==> src/hw/monitor_params.svh <==
/*
  Offsets, field positions, reset values and timing figures of the monitor
  control block.
  Assumes inclusion by bare name from the package and the main module.
*/
`ifndef MONITOR_PARAMS_SVH
`define MONITOR_PARAMS_SVH

////////////////////////////////////////////////////////////////////////////////
// Register offsets
`define OFS_FACTORY_TEST 8'h15
`define OFS_FAN_DRIVE 8'h19
`define OFS_MAKER_CODE 8'h3e
`define OFS_SILICON_REV 8'h3f
`define OFS_CONTROL_CONFIG 8'h40
`define OFS_ALERT_STATUS_1 8'h41
`define OFS_ALERT_STATUS_2 8'h42
`define OFS_ALERT_MASK_1 8'h43
`define OFS_ALERT_MASK_2 8'h44
`define OFS_INTRUSION_CLEAR 8'h46
`define OFS_VCODE_LOW 8'h47
`define OFS_BUS_ADDR 8'h48
`define OFS_VCODE_HIGH 8'h49
`define OFS_THERMAL_CONFIG 8'h4b

////////////////////////////////////////////////////////////////////////////////
// Reset values
`define RST_CONFIG 8'h08
`define RST_ZERO8 8'h00
`define RST_FAN_DRIVE 8'hff
`define RST_THERMAL 8'h01
`define RST_ADDR_HI 6'h0b
`define VCODE_LOW_HI 4'h5
`define VCODE_HIGH_HI 7'h40

////////////////////////////////////////////////////////////////////////////////
// Field positions
`define CFG_START 0
`define CFG_ALERT_EN 1
`define CFG_ALERT_CLR 3
`define CFG_SW_RESET 4
`define CFG_CHS_RESET 6
`define CFG_INIT 7
`define CFG_WMASK 8'hdb
`define MASK2_RST_MODE 7
`define CHS_CLR_BIT 7
`define THERM_LSB_BIT 7
`define STAT2_CHS_BIT 4

////////////////////////////////////////////////////////////////////////////////
// Timing
`define CLK_PERIOD_NS 40
`define RST_PULSE_NS 20000000
`define CLK_TOL_PCT 10
`define LOOP_NS 1000000000
`define LOOP_CHANNELS 9
`define CHAN_LAST 4'h8
`define PIN_GUARD 4'h8
`define CHS_PULSE_LAST 5'h1f

////////////////////////////////////////////////////////////////////////////////
// Counter widths
`define RST_CNT_W 20
`define SLOT_CNT_W 22

`endif

==> src/hw/monitor_pkg.sv <==
/*
  Types of the monitor control block: state enums and the state record.
  Assumes monitor_params.svh on the include path.
*/
`include "monitor_params.svh"

package monitor_pkg;

  typedef enum logic {
    RST_IDLE = 1'b0,
    RST_HOLD = 1'b1
  } reset_state_e;

  typedef enum logic {
    SEQ_IDLE = 1'b0,
    SEQ_RUN = 1'b1
  } seq_state_e;

  typedef struct packed {
    logic [7:0] cfg;
    logic [7:0] stat1;
    logic [7:0] stat2;
    logic [7:0] mask1;
    logic [7:0] mask2;
    logic [5:0] addr_hi;
    logic [7:0] therm;
    logic [7:0] test;
    logic [7:0] fan;
    logic [7:0] rdata;
    reset_state_e rst_st;
    logic [`RST_CNT_W-1:0] rst_cnt;
    logic [3:0] rst_gd;
    logic rst_oe;
    logic chs_clr;
    logic [4:0] chs_cnt;
    logic [3:0] chs_gd;
    logic chs_oe;
    logic alert_n;
    seq_state_e seq_st;
    logic [`SLOT_CNT_W-1:0] slot_cnt;
    logic [3:0] chan;
    logic conv_start;
    logic [6:0] slave_addr;
  } state_s;

endpackage

==> src/hw/monitor_reset_config_control.sv <==
/*
  Reset, configuration and register-map control of a hardware monitor:
  reset pin pulses, chassis pin clearing, alert output, round-robin sequencer.
  Assumes a serial front end on clk issuing one-cycle register strobes, and a
  conversion datapath that takes conv_start/conv_chan and reports limit events.
*/
`timescale 1ns/10ps
`include "monitor_params.svh"

module monitor_reset_config_control #(
  parameter int unsigned RST_PULSE_CYCLES =
    ((`RST_PULSE_NS / `CLK_PERIOD_NS) * (100 + `CLK_TOL_PCT)) / 100,
  parameter int unsigned SLOT_CYCLES = `LOOP_NS / `CLK_PERIOD_NS / `LOOP_CHANNELS,
  parameter logic [7:0] MAKER_CODE = 8'h5a,
  parameter logic [7:0] SILICON_REV = 8'h03
) (
  input wire logic clk,
  input wire logic rst,
  input wire logic [7:0] reg_addr,
  input wire logic [7:0] reg_wdata,
  input wire logic reg_wr,
  input wire logic reg_rd,
  output logic [7:0] reg_rdata,
  output logic [6:0] slave_addr,
  input wire logic rst_pin_in,
  output logic rst_pin_out,
  output logic rst_pin_oe,
  input wire logic chassis_intrusion_pin_in,
  output logic chassis_intrusion_pin_out,
  output logic chassis_intrusion_pin_oe,
  output logic alert_n,
  input wire logic [3:0] cpu_voltage_code_pins,
  input wire logic cpu_voltage_code_msb_pin,
  input wire logic addr_strap_lsb,
  input wire logic addr_strap_msb,
  input wire logic [7:0] status1_set,
  input wire logic [7:0] status2_set,
  input wire logic temp_lsb,
  output logic conv_start,
  output logic [3:0] conv_chan,
  output logic monitor_busy,
  output logic [7:0] fan_drive_level
);

  localparam logic [`RST_CNT_W-1:0] RST_LAST = `RST_CNT_W'(RST_PULSE_CYCLES - 1);
  localparam logic [`SLOT_CNT_W-1:0] SLOT_LAST = `SLOT_CNT_W'(SLOT_CYCLES - 1);

  localparam monitor_pkg::state_s STATE_RST = '{
    cfg: `RST_CONFIG,
    stat1: `RST_ZERO8,
    stat2: `RST_ZERO8,
    mask1: `RST_ZERO8,
    mask2: `RST_ZERO8,
    addr_hi: `RST_ADDR_HI,
    therm: `RST_THERMAL,
    test: `RST_ZERO8,
    fan: `RST_FAN_DRIVE,
    rdata: `RST_ZERO8,
    rst_st: monitor_pkg::RST_HOLD,
    rst_cnt: '0,
    rst_gd: '0,
    rst_oe: 1'b1,
    chs_clr: 1'b0,
    chs_cnt: '0,
    chs_gd: '0,
    chs_oe: 1'b0,
    alert_n: 1'b1,
    seq_st: monitor_pkg::SEQ_IDLE,
    slot_cnt: '0,
    chan: '0,
    conv_start: 1'b0,
    slave_addr: '0
  };

  monitor_pkg::state_s state_r;
  monitor_pkg::state_s state_nxt;

  logic rst_lvl;
  logic chs_lvl;
  logic [4:0] vcode_lvl;
  logic [1:0] strap_lvl;

  //////////////////////////////////////////////////////////////////////////////
  // Pin synchronisers, running in standby too
  pin_sync #(.WIDTH(1), .INIT(1'b1)) u_rst_sync (
    .clk(clk),
    .rst(rst),
    .pin(rst_pin_in),
    .level(rst_lvl)
  );

  pin_sync #(.WIDTH(1), .INIT(1'b0)) u_chs_sync (
    .clk(clk),
    .rst(rst),
    .pin(chassis_intrusion_pin_in),
    .level(chs_lvl)
  );

  pin_sync #(.WIDTH(5), .INIT(5'h00)) u_vcode_sync (
    .clk(clk),
    .rst(rst),
    .pin({cpu_voltage_code_msb_pin, cpu_voltage_code_pins}),
    .level(vcode_lvl)
  );

  pin_sync #(.WIDTH(2), .INIT(2'h0)) u_strap_sync (
    .clk(clk),
    .rst(rst),
    .pin({addr_strap_msb, addr_strap_lsb}),
    .level(strap_lvl)
  );

  //////////////////////////////////////////////////////////////////////////////
  // Next state
  always_comb begin
    logic init_req;
    logic run_en;
    logic chs_evt;
    logic [7:0] rd;
    init_req = 1'b0;
    run_en = state_r.cfg[`CFG_START] & ~state_r.cfg[`CFG_ALERT_CLR];
    chs_evt = ~state_r.chs_oe & (state_r.chs_gd == 4'h0) & chs_lvl;
    rd = `RST_ZERO8;
    state_nxt = state_r;
    state_nxt.conv_start = 1'b0;
    state_nxt.slave_addr = {state_r.addr_hi[4:0], strap_lvl};

    // Read mux
    unique case (reg_addr)
      `OFS_FACTORY_TEST: rd = state_r.test;
      `OFS_FAN_DRIVE: rd = state_r.fan;
      `OFS_MAKER_CODE: rd = MAKER_CODE;
      `OFS_SILICON_REV: rd = SILICON_REV;
      `OFS_CONTROL_CONFIG: rd = state_r.cfg;
      `OFS_ALERT_STATUS_1: rd = state_r.stat1;
      `OFS_ALERT_STATUS_2: rd = state_r.stat2;
      `OFS_ALERT_MASK_1: rd = state_r.mask1;
      `OFS_ALERT_MASK_2: rd = state_r.mask2;
      `OFS_INTRUSION_CLEAR: rd = {state_r.chs_clr, 7'h00};
      `OFS_VCODE_LOW: rd = {`VCODE_LOW_HI, vcode_lvl[3:0]};
      `OFS_BUS_ADDR: rd = {state_r.addr_hi, strap_lvl};
      `OFS_VCODE_HIGH: rd = {`VCODE_HIGH_HI, vcode_lvl[4]};
      `OFS_THERMAL_CONFIG: rd = {temp_lsb, state_r.therm[6:0]};
      default: rd = `RST_ZERO8;
    endcase

    // Status: clear on read, a set in the same cycle wins
    if (reg_rd) begin
      state_nxt.rdata = rd;
      if (reg_addr == `OFS_ALERT_STATUS_1) begin
        state_nxt.stat1 = `RST_ZERO8;
      end
      if (reg_addr == `OFS_ALERT_STATUS_2) begin
        state_nxt.stat2 = `RST_ZERO8;
      end
    end
    state_nxt.stat1 = state_nxt.stat1 | status1_set;
    state_nxt.stat2 = state_nxt.stat2 | status2_set;
    state_nxt.stat2[`STAT2_CHS_BIT] = state_nxt.stat2[`STAT2_CHS_BIT] | chs_evt;

    // Register writes
    if (reg_wr) begin
      unique case (reg_addr)
        `OFS_FACTORY_TEST: state_nxt.test = reg_wdata;
        `OFS_FAN_DRIVE: state_nxt.fan = reg_wdata;
        `OFS_CONTROL_CONFIG: begin
          state_nxt.cfg = reg_wdata & `CFG_WMASK;
          init_req = reg_wdata[`CFG_INIT];
        end
        `OFS_ALERT_MASK_1: state_nxt.mask1 = reg_wdata;
        `OFS_ALERT_MASK_2: state_nxt.mask2 = reg_wdata;
        `OFS_INTRUSION_CLEAR: begin
          if (reg_wdata[`CHS_CLR_BIT]) begin
            state_nxt.chs_clr = 1'b1;
            state_nxt.chs_cnt = '0;
          end
        end
        `OFS_BUS_ADDR: state_nxt.addr_hi = reg_wdata[7:2];
        `OFS_THERMAL_CONFIG: state_nxt.therm = reg_wdata;
        default: state_nxt.test = state_nxt.test;
      endcase
    end

    // Reset pin sequencer
    unique case (state_r.rst_st)
      monitor_pkg::RST_IDLE: begin
        if (state_r.rst_gd == 4'h0 && !rst_lvl) begin
          init_req = 1'b1;
          state_nxt.rst_st = monitor_pkg::RST_HOLD;
          state_nxt.rst_cnt = '0;
          state_nxt.rst_oe = 1'b1;
        end else if (state_r.cfg[`CFG_SW_RESET] && state_r.mask2[`MASK2_RST_MODE]) begin
          state_nxt.rst_st = monitor_pkg::RST_HOLD;
          state_nxt.rst_cnt = '0;
          state_nxt.rst_oe = 1'b1;
          state_nxt.cfg[`CFG_SW_RESET] = 1'b0;
        end
        if (state_r.rst_gd != 4'h0) begin
          state_nxt.rst_gd = state_r.rst_gd - 4'h1;
        end
      end
      monitor_pkg::RST_HOLD: begin
        if (state_r.rst_cnt == RST_LAST) begin
          state_nxt.rst_st = monitor_pkg::RST_IDLE;
          state_nxt.rst_oe = 1'b0;
          state_nxt.rst_gd = `PIN_GUARD;
        end else begin
          state_nxt.rst_cnt = state_r.rst_cnt + `RST_CNT_W'(1);
        end
      end
    endcase

    // Defaults on initialisation, fan level kept
    if (init_req) begin
      state_nxt.cfg = `RST_CONFIG;
      state_nxt.stat1 = `RST_ZERO8;
      state_nxt.stat2 = `RST_ZERO8;
      state_nxt.mask1 = `RST_ZERO8;
      state_nxt.mask2 = `RST_ZERO8;
      state_nxt.addr_hi = `RST_ADDR_HI;
      state_nxt.therm = `RST_THERMAL;
      state_nxt.test = `RST_ZERO8;
      state_nxt.chs_clr = 1'b0;
    end

    // Chassis pin clearing
    state_nxt.chs_oe = state_r.cfg[`CFG_CHS_RESET] | state_r.chs_clr;
    if (state_r.chs_clr && !init_req &&
      !(reg_wr && reg_addr == `OFS_INTRUSION_CLEAR && reg_wdata[`CHS_CLR_BIT])) begin
      if (state_r.chs_cnt == `CHS_PULSE_LAST) begin
        state_nxt.chs_clr = 1'b0;
      end else begin
        state_nxt.chs_cnt = state_r.chs_cnt + 5'h01;
      end
    end
    if (state_r.chs_oe) begin
      state_nxt.chs_gd = `PIN_GUARD;
    end else if (state_r.chs_gd != 4'h0) begin
      state_nxt.chs_gd = state_r.chs_gd - 4'h1;
    end

    // Alert output
    state_nxt.alert_n = ~(state_r.cfg[`CFG_ALERT_EN] & ~state_r.cfg[`CFG_ALERT_CLR] &
      ((|(state_r.stat1 & ~state_r.mask1)) | (|(state_r.stat2 & ~state_r.mask2))));

    // Round-robin sequencer
    unique case (state_r.seq_st)
      monitor_pkg::SEQ_IDLE: begin
        if (run_en) begin
          state_nxt.seq_st = monitor_pkg::SEQ_RUN;
          state_nxt.chan = 4'h0;
          state_nxt.slot_cnt = '0;
        end
      end
      monitor_pkg::SEQ_RUN: begin
        state_nxt.conv_start = (state_r.slot_cnt == '0);
        if (state_r.slot_cnt == SLOT_LAST) begin
          state_nxt.slot_cnt = '0;
          if (state_r.chan == `CHAN_LAST) begin
            state_nxt.chan = 4'h0;
            if (!run_en) begin
              state_nxt.seq_st = monitor_pkg::SEQ_IDLE;
            end
          end else begin
            state_nxt.chan = state_r.chan + 4'h1;
          end
        end else begin
          state_nxt.slot_cnt = state_r.slot_cnt + `SLOT_CNT_W'(1);
        end
      end
    endcase
  end

  always_ff @(posedge clk or posedge rst) begin
    if (rst) begin
      state_r <= STATE_RST;
    end else begin
      state_r <= state_nxt;
    end
  end

  //////////////////////////////////////////////////////////////////////////////
  // Outputs
  assign reg_rdata = state_r.rdata;
  assign slave_addr = state_r.slave_addr;
  assign rst_pin_out = 1'b0;
  assign rst_pin_oe = state_r.rst_oe;
  assign chassis_intrusion_pin_out = 1'b0;
  assign chassis_intrusion_pin_oe = state_r.chs_oe;
  assign alert_n = state_r.alert_n;
  assign conv_start = state_r.conv_start;
  assign conv_chan = state_r.chan;
  assign monitor_busy = (state_r.seq_st == monitor_pkg::SEQ_RUN);
  assign fan_drive_level = state_r.fan;

endmodule

==> src/hw/pin_sync.sv <==
/*
  Three-stage synchroniser for pin inputs; the level follows once the
  second and third stages agree.
  Assumes pins asynchronous to clk.
*/
`timescale 1ns/10ps

module pin_sync #(
  parameter int WIDTH = 1,
  parameter logic [WIDTH-1:0] INIT = '0
) (
  input wire logic clk,
  input wire logic rst,
  input wire logic [WIDTH-1:0] pin,
  output logic [WIDTH-1:0] level
);

  typedef struct packed {
    logic [WIDTH-1:0] s1;
    logic [WIDTH-1:0] s2;
    logic [WIDTH-1:0] s3;
    logic [WIDTH-1:0] lvl;
  } sync_s;

  sync_s state_r;
  sync_s state_nxt;

  always_comb begin
    state_nxt = state_r;
    state_nxt.s1 = pin;
    state_nxt.s2 = state_r.s1;
    state_nxt.s3 = state_r.s2;
    state_nxt.lvl = (~(state_r.s2 ^ state_r.s3) & state_r.s3) | ((state_r.s2 ^ state_r.s3) & state_r.lvl);
  end

  always_ff @(posedge clk or posedge rst) begin
    if (rst) begin
      state_r <= '{s1: INIT, s2: INIT, s3: INIT, lvl: INIT};
    end else begin
      state_r <= state_nxt;
    end
  end

  assign level = state_r.lvl;

endmodule

==> config.mk <==
export PLATFORM = sky130hd
export DESIGN_NAME = monitor_reset_config_control
export DESIGN_NICKNAME = d
export VERILOG_FILES = /design/src/hw/monitor_pkg.sv /design/src/hw/monitor_reset_config_control.sv /design/src/hw/pin_sync.sv
export VERILOG_INCLUDE_DIRS = /design/src /design/src/hw
export SDC_FILE = /design/constraint.sdc
export NUM_CORES = 1
export LEC_CHECK = 0
export BUFFER_PORTS_ARGS = -buffer_cell sky130_fd_sc_hd__buf_2
export CAP_MARGIN = 20
export CORE_MARGIN = 2
export CORE_UTILIZATION = 42
export CTS_CLUSTER_DIAMETER = 100
export DETAILED_ROUTE_END_ITERATION = 6
export PLACE_DENSITY = 0.61
export SYNTH_ARGS = -nofsm -noshare
export SYNTH_HDL_FRONTEND = slang
export SYNTH_SLANG_ARGS = --single-unit
export TNS_END_PERCENT = 1
==> constraint.sdc <==
create_clock -name clk -period 7.5 [get_ports clk]
set_input_delay 1.125 -clock clk [delete_from_list [all_inputs] [get_ports clk]]
set_output_delay 1.125 -clock clk [all_outputs]
set_load 0.03 [all_outputs]
==> Yosys cells after proc, flatten, opt, wreduce, memory -nomap -nowiden <==
Index checks and enable logic that the tools add are counted.
{ "classes": {"add_sub_neg": 6, "eq_ne": 24, "n_mux": 48, "bitwise_logic": 39, "reduce_logical": 35} }
{ "ops": {"columns": ["operator", "count"], "rows": [
  ["$pmux W8 S14", 1],
  ["$eq A8 B7 Y1 const B", 10],
  ["$mux W8", 9],
  ["$mux W62", 1],
  ["$pmux W27 S2", 1],
  ["$pmux W26 S2", 1],
  ["$mux W46", 1],
  ["$mux W21", 2],
  ["$mux W6", 5],
  ["$mux W27", 1],
  ["$add A22 B1 Y22 const B", 1],
  ["$eq A22 B22 Y1 const B", 1],
  ["$logic_not A22 Y1", 1],
  ["$mux W22", 1],
  ["$reduce_and A2 Y1", 11],
  ["$add A20 B1 Y20 const B", 1],
  ["$eq A20 B20 Y1 const B", 1],
  ["$mux W20", 1],
  ["$mux W4", 5],
  ["$and A8 B8 Y8", 2],
  ["$eq A8 B5 Y1 const B", 2],
  ["$eq A8 B6 Y1 const B", 2],
  ["$mux W1", 16],
  ["$mux W16", 1],
  ["other kinds (29)", 74]
]} }
{ "totals": {"register_bits": 186, "inputBits": 46, "out_inout_bits": 34, "wordCells": 193} }

==> Longest topological paths before layout <==
{ "logic_depth": {"word_depth": 9, "depth_mapped": 9} }

==> Cells and area by module <==
A second synthesis with hierarchy kept.
{ "hier_totals": {"hier_cells": 869, "hier_area_um2": 8916.1} }
{ "modules_own_cells": {"columns": ["mod", "instances", "cells_each", "area_per_inst_um2"], "rows": [
  ["monitor_reset_config_control", 1, 813, 7841.3],
  ["pin_sync at u_vcode_sync", 1, 31, 598.1],
  ["pin_sync at u_strap_sync", 1, 13, 241.5],
  ["pin_sync at u_rst_sync", 1, 6, 120.1],
  ["pin_sync at u_chs_sync", 1, 6, 115.1]
]} }

==> Worst setup path before layout <==
No wires, ideal clock.
{ "synth_path": {"path_type": "input -> register", "startpoint": "in reg_addr[5]", "endpoint": "reg state_r[119] (netlist name)", "arrival_time_ns": 2.571, "required_time_ns": 7.379, "path_slack_ns": 4.807, "path_stages": 6, "n_path_buf": 1, "path_cell_list": "or4b_1 > buf_2 > nor3_4 > nand3_2 > mux2i_1 > nor2_1"} }
{ "synth_between": {"elab_chain_len": 7, "word_cells_on_any_way": 10, "classes_between": "eq/ne (2); mux (5); reduce/logical (3)"} }
{ "synth_lines": {"columns": ["element", "line", "rtl"], "rows": [
  ["from (decl)", "monitor_reset_config_control.sv:19", "input wire logic [7:0] reg_addr,"],
  ["$eq A8 B7 Y1", "monitor_reset_config_control.sv:163", "unique case (reg_addr)"],
  ["$mux W1", "monitor_reset_config_control.sv:163", null],
  ["$mux W1", "monitor_reset_config_control.sv:162", "if (reg_wr) begin"],
  ["$mux W1", "monitor_reset_config_control.sv:187", "if (state_r.rst_gd == 4'h0 && !rst_lvl) begin"],
  ["$mux W1", "monitor_reset_config_control.sv:185", "unique case (state_r.rst_st)"],
  ["$reduce_bool A2 Y1 (no line)", null, null],
  ["$reduce_and A2 Y1 (no line)", null, null],
  ["to (signal assigned)", "monitor_reset_config_control.sv:278", "state_r <= state_nxt;"],
  ["to (decl)", "monitor_reset_config_control.sv:75", "monitor_pkg::state_s state_r;"]
]} }
Parallel ways exist; a longest one is shown, timed or not.
A chain may end at the register's enable or synchronous reset.

==> results.txt <==
The clock tree buffer depth came out at 2. The area of the die is 22200 um2. The core occupancy in the finished layout is 47.3%.

The most used flip-flop cell after synthesis is sky130_fd_sc_hd__dfrtp_1. The cell count after synthesis is 868. The library cell used most frequently in the layout, excluding fill and tap cells, is sky130_fd_sc_hd__dfrtp_1. The violation count after the first detailed-route iteration came out at 486. The transition time at the pin with the least slew margin came out at 1020 ps. For this design the total switching power over the nets is 586 uW. The flow ran to the end, and the final reports show no timing, DRC or antenna violations. The total DRC errors in the routed layout is 0. Setup repair after global routing left no endpoint under its margin. For hold timing, the worst endpoint is u_strap_sync.state_nxt[2]. Net switching is 26.9% of the power. The per-cell routed wire length is 18.4 um.

The share of post-route cells with drive strength above 1 is 17.4%. The met1 capacity usage during global routing is 28.5%. The global-route wire length before repair came out at 35600 um. The number of global-route vias before repair is 6438.

The met2 layer usage reported by global route is 32.6%. The post-CTS resize count came out at 0. The critical path class is input port to register. The highest clock rate is 0.343 GHz.

The worst flop-to-flop path startpoint is state_r[48]. The number of flops mapped to enable cells by yosys came out at 0. The sequential-to-total area share from yosys stat came out at 52.3%.

The clock net sink count is 184. The final critical path takes up 38.9% of the cycle. The global-route track usage on met3 came out at 4.25%. The number of storage elements in the synthesis netlist is 184.

The number of antenna violations at the first check in global routing came out at 0. The leakage dissipation came out at 4.53 nW. Once routing completed, OpenROAD measured the worst setup slack at 4580 ps. The chip width came out at 149 um. The required time of the critical path came out at 7770 ps. The final setup TNS came out at 0 ps.

The clock latency on the worst-skew pair came out at 430 ps. The sequential share of power came out at 49.7%. The post-synthesis async set-or-reset flop share came out at 100%. The total number of vias is 6740. The number of diodes added for antenna fixing is 0. The total routed wirelength is 22000 um. The number of I/O pins is 80.

The worst-case IR drop observed on VDD is 0.000129 V. Synthesis instantiated 75 different standard cells from the library. The endpoint type of the worst setup path is a register. The mean instance size in the synthesized netlist came out at 10.2 um2.

After global routing the overflow that remains totals 0. The routability congestion estimate from global placement came out at 0.938. The total count of hold-check failures in the final report is 0.

The share of total power dissipated in combinational logic is 8.4%. The post-route worst hold slack is 349 ps. The register-to-register setup slack is 4830 ps. TritonCTS built the clock tree. The clock slew seen by the registers of the worst setup and hold paths came out at 70 ps. The count of nets left with antenna violations once routing finished came out at 0. Entering global routing, the biggest net connects 117 pins.

The number of standard cells in the layout, taps in and fillers out came out at 1192. The count of buffers added by post-CTS timing repair for setup came out at 0. The data arrival time of the critical path came out at 3190 ps. The design area came out at 9850 um2. The total power consumption of the routed design is 2.18 mW. At the end of the flow, the number of nets in the layout was 959. Along the worst hold path, the cell count comes to 0. The combined area of all synthesized cells came out at 8840 um2.

The internal portion of the total power is 1.59 mW. The number of synthesis warnings came out at 0. The cell row count came out at 53.

The number of buffers inserted by port buffering is 77. Headroom to the max-slew limit came out at 32.0%. The synthesis-to-finish area growth is 11.4%. The worst min-delay path startpoint is u_strap_sync.state_nxt[4]. The share of power burned in the clock network is 41.9%. Once the floorplan was initialized, standard cells occupied 42.5% of the core. The floorplan step defined a core boundary enclosing 20800 um2. The type of the worst min-delay path is register to register. The HPWL reported at the end of detailed placement came out at 15100 um. The H-tree generated during clock tree synthesis spans 4 levels.

The clock buffer count from CTS is 17. The worst setup path is launched from an input port. Of all nets on the critical path, the largest fanout is 51.

The worst path in the final design needs a cycle of 2920 ps, including I/O delays and setup. The quantity of hold-fixing buffers added after cts is 0. The setup violation total in the final timing report is 0.

The placed instances occupy a cell area of 9250 um2. The number of cell instances on the worst register-to-register path came out at 6. OpenSTA, run right after detailed placement, puts the worst setup slack at 4150 ps.

The via density per instance is 5.65. The end of the worst register-to-register path is state_r[129]. Leaving out fill and tap cells, the most frequent cells in the layout are sky130_fd_sc_hd__dfrtp_1 (164), sky130_fd_sc_hd__nand2_1 (93), sky130_fd_sc_hd__nor2_1 (80). Global routing used 20.5% of the available tracks across all layers. The global-route layer with the greatest usage is met2. The die extent in y is 149 um. The number of max-cap violations is 0.

The CTS root buffer is sky130_fd_sc_hd__clkbuf_16. For this design the ratio of total power to cell area is 221 nW/um2. The number of pins exceeding their max-slew limit in the final report came to 0. The count of placed standard cells including taps came out at 1160.

The count of TritonRoute iterations in the first routing pass is 5. On the final layout, the worst clock skew is 8.12 ps.
==> layer usage <==
| layer | up-vias | routed length, um |
|---|---|---|
| li1 | 3181 | - |
| met1 | 3351 | 10000 |
| met2 | 177 | 10500 |
| met3 | 31 | 1060 |
| met4 | 0 | 394 |
| met5 | - | 0 |
==> cell usage after synthesis, drive strengths merged, types with 4 or more instances <==
cell type | instances | area, um2
and3 | 16 | 100
nor2b | 6 | 37.5
nand4b | 4 | 35.0
a221oi | 5 | 43.8
and2 | 6 | 37.5
inv | 35 | 131
maj3 | 9 | 90.1
dfstp | 20 | 526
nor3b | 6 | 45.0
mux2i | 43 | 430
a41oi | 4 | 35.0
or4 | 4 | 33.8
and4 | 7 | 61.3
xnor2 | 8 | 70.1
a21o | 11 | 82.6
a32oi | 4 | 35.0
dfrtp | 164 | 4100
nand2b | 4 | 25.0
a211oi | 5 | 37.5
nand4 | 14 | 87.6
o2bb2ai | 5 | 43.8
a31oi | 21 | 131
nor3 | 14 | 86.3
nand2 | 93 | 349
o22ai | 8 | 50.1
a22oi | 11 | 82.6
nand3 | 44 | 230
nor2 | 82 | 318
buf | 41 | 274
clkbuf | 23 | 86.3
a22o | 7 | 61.3
ha | 9 | 113
a21oi | 38 | 190
o21ai | 21 | 109
nor4 | 11 | 75.1
mux2 | 9 | 101
o211ai | 7 | 52.6
nor4b | 5 | 43.8
==> cell families after synthesis <==
kind of cell | share of synthesized area [%]
multiplexers | 6.52
AO/OA/AOI/OAI | 13.6
XOR/XNOR | 1.09
adder cells (fa/ha/maj) | 2.29
buffers and inverters | 5.56
AND/OR/NAND/NOR | 18.5
other | 0.0424
flip-flops | 52.3
==> layout make-up <==
| class | instances | area (um2) |
|---|---|---|
| clock buffer | 17 | 425 |
| multi-input combinational | 586 | 3730 |
| clock inverter | 15 | 176 |
| sequential | 184 | 4630 |
| tap | 275 | 344 |
| fill | 1971 | 11000 |
| timing repair buffer | 80 | 408 |
| inverter | 35 | 139 |
==> flip-flops by register name (all words and copies together) (netlist names), 5 cells and up <==
register                cells
fan_drive_level             8
u_vcode_sync.level          5
state_r                   111
slave_addr                  7
state_nxt                   5
u_vcode_sync.state_r        5
u_vcode_sync.state_nxt     10
reg_rdata                   8
==> how the worst max path moves through the flow <==
stage,startpoint,end,slack [ps]
after global routing,reg_wr,state_nxt[4],4330
after detailed placement,reg_wr,state_r[115],4150
after CTS,reg_wr,state_r[129],4600
after floorplan,rst,chassis_intrusion_pin_oe,1410
after global placement,reg_wr,state_r[112],4220
final,reg_wr,state_r[129],4580
==> worst max-delay path, stage by stage <==
cell and delay (ps):
sky130_fd_sc_hd__buf_2 270, sky130_fd_sc_hd__nor3b_1 450, sky130_fd_sc_hd__and4_1 360, sky130_fd_sc_hd__or2_2 830, sky130_fd_sc_hd__nor2_1 130
==> power by group through the flow <==
stage	Clock, mW	Combinational (mW)	Sequential (mW)
floorplan	0	0.137	1.09
global placement	0	0.181	1.10
detailed placement	0	0.185	1.10
CTS	0.941	0.186	1.08
global route	0.984	0.209	1.09
finish	0.912	0.184	1.08
Power figures use the tool's default switching activity.
